===== src/common/link_port_pkg.sv =====
// constants and types shared by the host port and its rate generator
package link_port_pkg;

  // ************************************************
  // clocking
  // ************************************************
  localparam int unsigned CLK_HZ = 20_000_000;
  localparam int unsigned SYS_TICK_HZ = 1_000_000;
  localparam int unsigned SYS_TICK_CYCLES = CLK_HZ / SYS_TICK_HZ;
  localparam logic [4:0] SYS_TICK_LAST = 5'(SYS_TICK_CYCLES - 1);

  // ************************************************
  // programmed i/o map, indexed by the low address bits
  // ************************************************
  localparam logic [1:0] REG_CTRL = 2'h0;
  localparam logic [1:0] REG_STATUS = 2'h1;
  localparam logic [1:0] REG_RATE = 2'h2;
  localparam logic [1:0] REG_LINK = 2'h3;

  // control fields
  localparam logic [7:0] CTRL_RESET = 8'h00;
  localparam logic [7:0] CTRL_KEEP_MASK = 8'h03;
  localparam int unsigned CTRL_IRQ_EN = 2;

  // status fields
  localparam int unsigned STAT_PEND = 0;
  localparam int unsigned STAT_BUSY = 1;
  localparam int unsigned STAT_TERM_RDY = 2;
  localparam int unsigned STAT_RLOOP = 3;
  localparam int unsigned STAT_LLOOP = 4;

  localparam logic [7:0] BYTE_ZERO = 8'h00;
  localparam logic [15:0] ADDR_ZERO = 16'h0000;

  // ************************************************
  // bit rate divisors, in 1 MHz ticks per half period
  // ************************************************
  localparam logic [11:0] RATE_DIV [16] = '{
    12'h0FA0, 12'h07D0, 12'h03E8, 12'h01F4, 12'h00FA, 12'h007D, 12'h0064, 12'h0050,
    12'h0040, 12'h0032, 12'h0028, 12'h0020, 12'h0019, 12'h0014, 12'h0010, 12'h0008
  };
  localparam logic [11:0] DIV_ONE = 12'h001;
  localparam logic [11:0] DIV_ZERO = 12'h000;

  typedef enum logic [2:0] {
    DMA_IDLE,
    DMA_FETCH_REQ,
    DMA_FETCH_XFER,
    DMA_STORE_REQ,
    DMA_STORE_XFER
  } dma_state_t;

endpackage : link_port_pkg


===== src/verilog/link_board_host_port.sv =====
// host-facing port of the link interface device: dma, programmed i/o, irq, rates
`timescale 1ns/1ps

module link_board_host_port (
  input wire logic clk,
  input wire logic sys_rst,
  input wire logic master_clear_n,
  input wire logic cs_n,
  input wire logic rd_strobe_n,
  input wire logic wr_strobe_n,
  input wire logic [15:0] addr_in,
  output logic [15:0] addr_out,
  output logic addr_oe,
  input wire logic [7:0] data_in,
  output logic [7:0] data_out,
  output logic data_oe,
  output logic reply_n,
  output logic dma_fetch_req_n,
  output logic dma_store_req_n,
  input wire logic dma_grant_n,
  output logic irq_out_n,
  input wire logic [3:0] tx_speed_sel,
  input wire logic [3:0] rx_speed_sel,
  input wire logic [7:0] rate_switchpack,
  output logic tx_bit_clk,
  output logic rx_bit_clk,
  input wire logic term_ready,
  input wire logic remote_loop,
  input wire logic local_loop,
  input wire logic fetch_need,
  input wire logic [15:0] fetch_addr,
  output logic [7:0] fetch_byte,
  output logic fetch_done,
  input wire logic store_need,
  input wire logic [15:0] store_addr,
  input wire logic [7:0] store_byte,
  output logic store_done,
  input wire logic irq_event
);

  // ************************************************
  // 1 MHz system tick
  // ************************************************
  logic [4:0] tick_cnt;
  logic sys_tick;

  always_ff @(posedge clk or posedge sys_rst) begin
    if (sys_rst) begin
      tick_cnt <= 5'h00;
      sys_tick <= 1'b0;
    end else begin
      tick_cnt <= (tick_cnt == link_port_pkg::SYS_TICK_LAST) ? 5'h00 : tick_cnt + 5'h01;
      sys_tick <= (tick_cnt == link_port_pkg::SYS_TICK_LAST);
    end
  end

  // ************************************************
  // bit rate selection
  // ************************************************
  // switches pull low when on; all off leaves the program lines in charge
  logic [3:0] tx_rate_code;
  logic [3:0] rx_rate_code;
  logic tx_clk_raw;
  logic rx_clk_raw;

  assign tx_rate_code = tx_speed_sel & rate_switchpack[3:0];
  assign rx_rate_code = rx_speed_sel & rate_switchpack[7:4];

  bit_rate_gen tx_gen (
    .clk(clk),
    .sys_rst(sys_rst),
    .sys_tick(sys_tick),
    .rate_code(tx_rate_code),
    .bit_clk(tx_clk_raw)
  );

  bit_rate_gen rx_gen (
    .clk(clk),
    .sys_rst(sys_rst),
    .sys_tick(sys_tick),
    .rate_code(rx_rate_code),
    .bit_clk(rx_clk_raw)
  );

  always_ff @(posedge clk or posedge sys_rst) begin
    if (sys_rst) begin
      tx_bit_clk <= 1'b0;
      rx_bit_clk <= 1'b0;
    end else begin
      tx_bit_clk <= tx_clk_raw;
      rx_bit_clk <= rx_clk_raw;
    end
  end

  // ************************************************
  // dma sequencer
  // ************************************************
  link_port_pkg::dma_state_t state;
  link_port_pkg::dma_state_t next_state;
  logic granted;
  logic dma_busy;

  assign granted = !dma_grant_n;
  assign dma_busy = (state != link_port_pkg::DMA_IDLE);

  always_comb begin
    next_state = state;
    case (state)
      link_port_pkg::DMA_IDLE: begin
        if (fetch_need) begin
          next_state = link_port_pkg::DMA_FETCH_REQ;
        end else if (store_need) begin
          next_state = link_port_pkg::DMA_STORE_REQ;
        end
      end
      link_port_pkg::DMA_FETCH_REQ: begin
        if (granted) begin
          next_state = link_port_pkg::DMA_FETCH_XFER;
        end
      end
      link_port_pkg::DMA_FETCH_XFER: begin
        if (!granted) begin
          next_state = link_port_pkg::DMA_IDLE;
        end
      end
      link_port_pkg::DMA_STORE_REQ: begin
        if (granted) begin
          next_state = link_port_pkg::DMA_STORE_XFER;
        end
      end
      link_port_pkg::DMA_STORE_XFER: begin
        if (!granted) begin
          next_state = link_port_pkg::DMA_IDLE;
        end
      end
      default: next_state = link_port_pkg::DMA_IDLE;
    endcase
  end

  // address is caught as the request starts, so it holds still on the bus
  logic [15:0] next_addr_out;
  logic next_fetch_req;
  logic next_store_req;

  assign next_addr_out = (state == link_port_pkg::DMA_IDLE) ?
    (fetch_need ? fetch_addr : store_addr) : addr_out;
  assign next_fetch_req = (next_state == link_port_pkg::DMA_FETCH_REQ);
  assign next_store_req = (next_state == link_port_pkg::DMA_STORE_REQ);

  always_ff @(posedge clk or posedge sys_rst) begin
    if (sys_rst) begin
      state <= link_port_pkg::DMA_IDLE;
      addr_out <= link_port_pkg::ADDR_ZERO;
      addr_oe <= 1'b0;
      dma_fetch_req_n <= 1'b1;
      dma_store_req_n <= 1'b1;
      fetch_byte <= link_port_pkg::BYTE_ZERO;
      fetch_done <= 1'b0;
      store_done <= 1'b0;
    end else begin
      state <= next_state;
      addr_out <= next_addr_out;
      addr_oe <= (next_state != link_port_pkg::DMA_IDLE);
      dma_fetch_req_n <= !next_fetch_req;
      dma_store_req_n <= !next_store_req;
      // take the byte only while granted: at the release edge the bus is stale
      if (state == link_port_pkg::DMA_FETCH_XFER && granted) begin
        fetch_byte <= data_in;
      end
      fetch_done <= (state == link_port_pkg::DMA_FETCH_XFER) && !granted;
      store_done <= (state == link_port_pkg::DMA_STORE_XFER) && !granted;
    end
  end

  // ************************************************
  // programmed i/o
  // ************************************************
  logic rd_act;
  logic wr_act;
  logic wr_prev;
  logic wr_take;
  logic [7:0] ctrl;
  logic [7:0] status;
  logic pending;
  logic [7:0] rd_mux;
  logic [7:0] next_ctrl;
  logic next_pending;

  assign rd_act = !cs_n && !rd_strobe_n;
  assign wr_act = !cs_n && !wr_strobe_n;
  assign wr_take = wr_act && !wr_prev;

  assign status = {3'h0, local_loop, remote_loop, term_ready, dma_busy, pending};
  assign rd_mux = (addr_in[1:0] == link_port_pkg::REG_CTRL) ? ctrl :
                  (addr_in[1:0] == link_port_pkg::REG_STATUS) ? status :
                  (addr_in[1:0] == link_port_pkg::REG_RATE) ? {rx_rate_code, tx_rate_code} :
                  {4'h0, rx_speed_sel};

  // master clear keeps the two protected control bits
  assign next_ctrl = !master_clear_n ? (ctrl & link_port_pkg::CTRL_KEEP_MASK) :
    (wr_take && addr_in[1:0] == link_port_pkg::REG_CTRL) ? data_in : ctrl;
  // a new event wins over a write-one clear in the same cycle
  assign next_pending = irq_event ||
    (master_clear_n && pending &&
     !(wr_take && addr_in[1:0] == link_port_pkg::REG_STATUS && data_in[link_port_pkg::STAT_PEND]));

  always_ff @(posedge clk or posedge sys_rst) begin
    if (sys_rst) begin
      wr_prev <= 1'b0;
      ctrl <= link_port_pkg::CTRL_RESET;
      pending <= 1'b0;
      reply_n <= 1'b1;
      irq_out_n <= 1'b1;
      data_out <= link_port_pkg::BYTE_ZERO;
      data_oe <= 1'b0;
    end else begin
      wr_prev <= wr_act;
      ctrl <= next_ctrl;
      pending <= next_pending;
      reply_n <= !(rd_act || wr_act);
      irq_out_n <= !(next_pending && next_ctrl[link_port_pkg::CTRL_IRQ_EN]);
      // the dma store owns the data bus while granted; reads wait
      if (next_state == link_port_pkg::DMA_STORE_XFER) begin
        data_out <= store_byte;
        data_oe <= 1'b1;
      end else begin
        data_out <= rd_mux;
        data_oe <= rd_act && !granted;
      end
    end
  end
endmodule : link_board_host_port


===== src/verilog/bit_rate_gen.sv =====
// one channel of the sixteen-rate bit clock generator
`timescale 1ns/1ps

module bit_rate_gen (
  input wire logic clk,
  input wire logic sys_rst,
  input wire logic sys_tick,
  input wire logic [3:0] rate_code,
  output logic bit_clk
);

  logic [11:0] count;
  logic [11:0] half_div;
  logic wrap;

  assign half_div = link_port_pkg::RATE_DIV[rate_code];
  // a code change applies to the running count at once; a count already at or past the new limit wraps on the next tick
  assign wrap = (count + link_port_pkg::DIV_ONE) >= half_div;

  always_ff @(posedge clk or posedge sys_rst) begin
    if (sys_rst) begin
      count <= link_port_pkg::DIV_ZERO;
      bit_clk <= 1'b0;
    end else if (sys_tick) begin
      count <= wrap ? link_port_pkg::DIV_ZERO : count + link_port_pkg::DIV_ONE;
      if (wrap) begin
        bit_clk <= ~bit_clk;
      end
    end
  end
endmodule : bit_rate_gen


===== config.mk =====
export PLATFORM = sky130hd
export DESIGN_NAME = link_board_host_port
export DESIGN_NICKNAME = d
export VERILOG_FILES = /design/src/common/link_port_pkg.sv /design/src/verilog/link_board_host_port.sv /design/src/verilog/bit_rate_gen.sv
export SDC_FILE = /design/constraint.sdc
export NUM_CORES = 1
export LEC_CHECK = 0
export BUFFER_PORTS_ARGS = -buffer_cell sky130_fd_sc_hd__buf_4
export CAP_MARGIN = 20
export CORE_MARGIN = 2
export CORE_UTILIZATION = 54
export CTS_CLUSTER_DIAMETER = 60
export DETAILED_ROUTE_END_ITERATION = 12
export HOLD_SLACK_MARGIN = 0.1
export PLACE_DENSITY = 0.88
export REMOVE_ABC_BUFFERS = 1
export SLEW_MARGIN = 20
export SYNTH_ARGS = -nofsm -noshare
export SYNTH_HDL_FRONTEND = slang
export SYNTH_SLANG_ARGS = --single-unit

===== constraint.sdc =====
create_clock -name clk -period 3.3 [get_ports clk]
set_input_delay 0.165 -clock clk [delete_from_list [all_inputs] [get_ports clk]]
set_output_delay 0.165 -clock clk [all_outputs]
set_load 0.05 [all_outputs]

==> impl_metrics.py <==
metrics = {
    "drt": {
        "final_antenna_net_count": 0,
        "first_pass_iters": 5,
        "drt_iter0_drc": 208,
        "vias": 4515,
        "post_drt_wl_per_cell_um": 17.65,
        "wl_um": 13820,
        "via_per_inst": 5.766,
        "route.detailed.drc": 0,
    },
    "synth": {
        "syn_area_per_cell_sq_um": 10.22,
        "syn_inst": 505,
        "synth_warnings": 0,
        "syn_area_sq_um": 5159,
        "synth_edf_count": 0,
        "synth-seq-cells": 87,
        "synthFlopType": "dfrtp_1",
        "synth-async-reset-ratio_pct": 100.0,
        "synth_cell_type_count": 58,
        "yosysSeqAreaShare_pct": 42.30,
    },
    "sta": {
        "tns_ns": 0,
        "worst_pin_slew_ns": 0.7179,
        "finClkSkew_ns": 0.02304,
        "rsz0062_at_grt": "false",
        "setup_ws_ns": 0.3154,
        "finalSetupViolations": 0,
        "maxSlewViolCount": 0,
        "hold_viol_final": 0,
        "max_freq_ghz": 0.3351,
        "period_needed_ns": 2.985,
        "maxSlewHeadroom_pct": 52.14,
        "period_share_pct": 90.44,
    },
    "placement": {
        "io_buffers": 120,
        "dp_slack_ns": 0.3701,
        "gp_congestion": 0.9103,
        "dp_hpwl_um": 9184,
    },
    "pwr": {
        "p_sw_mw": 1.786,
        "p_comb_share_pct": 43.7,
        "power_frac_clock_pct": 20.3,
        "switching_share_pct": 43.27,
        "intPower_mw": 2.342,
        "p_leak_nw": 3.232,
        "peakVddDrop_mv": 0.4113,
        "pwr-share-seq_pct": 36.0,
        "pwr_density_cell_nw_per_um2": 617.6,
    },
    "worst_setup_path": {
        "worstPathArrival_ns": 3.23,
        "crit_required_ns": 3.55,
        "reg2reg_depth": 10,
        "timing.rr.end": "tx_gen.count[1]",
        "r2r_start": "tx_gen.count[0]",
        "path_max_fanout": 10,
        "critPathLaunch": "tx_gen.count[0]",
        "start_kind": "register",
        "critical_path_class": "register to register",
        "rrSetupSlack_ns": 0.32,
        "critPathCaptureType": "register",
    },
    "worst_hold_path": {
        "hold_path_end": "data_oe",
        "whs_path_depth": 3,
        "min_path_type": "input port to register",
        "min-delay-start": "rd_strobe_n",
    },
    "clock_network": {
        "worstSkewPairLatency_ns": 0.37,
        "cts_tree": "done",
        "clk_path_buf_depth": 2,
        "hold_buffers": 33,
        "clk_pin_slew_ns": 0.11,
        "root_buffer": "clkbuf_8",
        "cts_made_buffers": 9,
        "cts_resized": 0,
        "htree_levels": 3,
        "clock_sinks": 87,
        "postCtsSetupRepairBufs": 0,
    },
    "floorplan": {
        "coreArea_sq_um": 9240,
        "die-area_sq_um": 10350,
        "die_x_um": 101.7,
        "die_y_um": 101.7,
        "num_io_pins": 135,
        "start_util_pct": 55.83,
        "num_rows": 35,
    },
    "finish": {
        "multi_input_area_sq_um": 2791,
        "antenna_cells": 0,
        "seq_area_sq_um": 2182,
        "syn_to_final_growth_pct": 29.57,
        "drive_above_1_share_pct": 28.13,
        "fin_nets": 785,
        "fill_cells": 601,
    },
    "global_route": {
        "antenna_found_initial": 0,
        "grt_pass1_vias": 4614,
        "grt_pass1_wl_um": 22050,
        "grt.overflow.total": 0,
        "grt_use_total_pct": 27.41,
        "grt_max_degree": 40,
    },
    "outcome": {
        "outcome": "finished clean",
    },
    "job": {
        "drv_cap": 0,
    },
}
[metal layers]
layer	global-route usage (%)	wire, um	vias up
met2	48.03	7226	177
met5	0	0	-
met3	6.004	852	46
met4	12.16	563	0
met1	32.17	5175	2203
li1	-	-	2089
[power by group through the flow]
| stage | combinational, mW | clock, mW | sequential (mW) |
|---|---|---|---|
| floorplan | 0.501 | 0 | 2.13 |
| global placement | 1.67 | 0 | 1.47 |
| finish | 1.80 | 0.839 | 1.49 |
| global route | 1.89 | 0.902 | 1.51 |
| CTS | 1.77 | 0.845 | 1.47 |
| detailed placement | 1.73 | 0 | 1.49 |
[worst max path at each step]
stage | end | slack (ns)
2_1_floorplan | tx_gen.count[1] | 0.76
3_5_place_dp | tx_gen.count[1] | 0.37
6_report | tx_gen.count[1] | 0.32
4_1_cts | tx_gen.count[1] | 0.33
5_1_grt | tx_gen.count[1] | 0.09
3_3_place_gp | tx_gen.count[1] | 0.44
[stage by stage]
step | hold WS (ns) | instances | area [sq um] | util [%] | power [mW]
after floorplan | 0.2257 | 481 | 5041 | - | 2.631
final | 0.09798 | 783 | 6684 | 72.34 | 4.128
after CTS | 0.1013 | 783 | 6684 | 72.34 | 4.081
after detailed placement | 0.1038 | 734 | 6135 | 66.39 | 3.214
after global routing | 0.1035 | 783 | 6684 | 72.34 | 4.301
after global placement | 0.09316 | 734 | 6135 | 66.39 | 3.140
[placed cells by master, fill, tap and decap left out, drive strengths merged, types with 18 or more instances in the layout]
cell         count
dlygate4sd3     33
dfrtp           83
a21oi           35
xnor2           18
buf            124
inv             20
nand2           48
mux2i           21
ha              43
nor2            41
[registers in the layout (all words and copies together) (netlist names), 3 cells and up]
signal / flops
fetch_byte: 8
ctrl: 8
addr_out: 16
tx_gen.count: 12
data_out: 8
rx_gen.count: 12
state: 3
tick_cnt: 5
[kinds of logic after synthesis]
kind of cell | count (synthesis) | synth area share [%]
AO/OA/AOI/OAI | 106 | 13.87
XOR/XNOR | 25 | 4.244
adder cells (fa/ha/maj) | 43 | 10.43
buffers and inverters | 42 | 3.589
flip-flops | 87 | 42.30
multiplexers | 41 | 9.314
AND/OR/NAND/NOR | 161 | 16.25
[synth_stat cells, types with 3 or more instances]
cell	n	area share, %
dfrtp_1	83	40
nand2_1	48	3.5
ha_1	43	10
nor2_1	40	2.9
a21oi_1	34	3.3
mux2i_1	21	4.1
xnor2_1	18	3.1
inv_1	17	1.2
clkbuf_1	15	1.1
nand3_1	14	1.4
mux2_2	13	2.8
nor2b_1	13	1.6
a31o_2	11	1.9
o21ai_0	10	0.97
a22o_1	9	1.5
a31oi_1	9	1.1
and3_1	7	0.85
nor3_1	7	0.68
o31ai_1	7	1.0
xor2_1	7	1.2
nand4_1	5	0.61
o22ai_1	5	0.61
a21o_1	4	0.58
and2_1	4	0.49
buf_2	4	0.39
buf_4	4	0.58
dfstp_2	4	2.0
mux4_2	4	1.7
a211o_1	3	0.51
mux2_1	3	0.65
nand2b_1	3	0.36
or3_1	3	0.36
[cell type report]
type                    instances  share of cell area [%]
clock buffers                  10                   1.909
clock inverters                 6                   1.367
inverters                      18                   1.030
multi-input cells             376                   41.76
flip-flops and latches         87                   32.65
well taps                     129                   2.415
repair buffers                157                   18.87
[worst max-delay path: stages, from the launching register on]
cell	delay, ns
dfrtp_1	0.45
ha_1	0.28
nand3_1	0.12
nor2_1	0.17
nand4_1	0.13
xnor2_1	0.16
ha_1	0.31
nand4_1	0.19
o31ai_2	0.62
nor2_4	0.16
a31o_2	0.28
No activity file was read; power rests on OpenSTA's default activity.
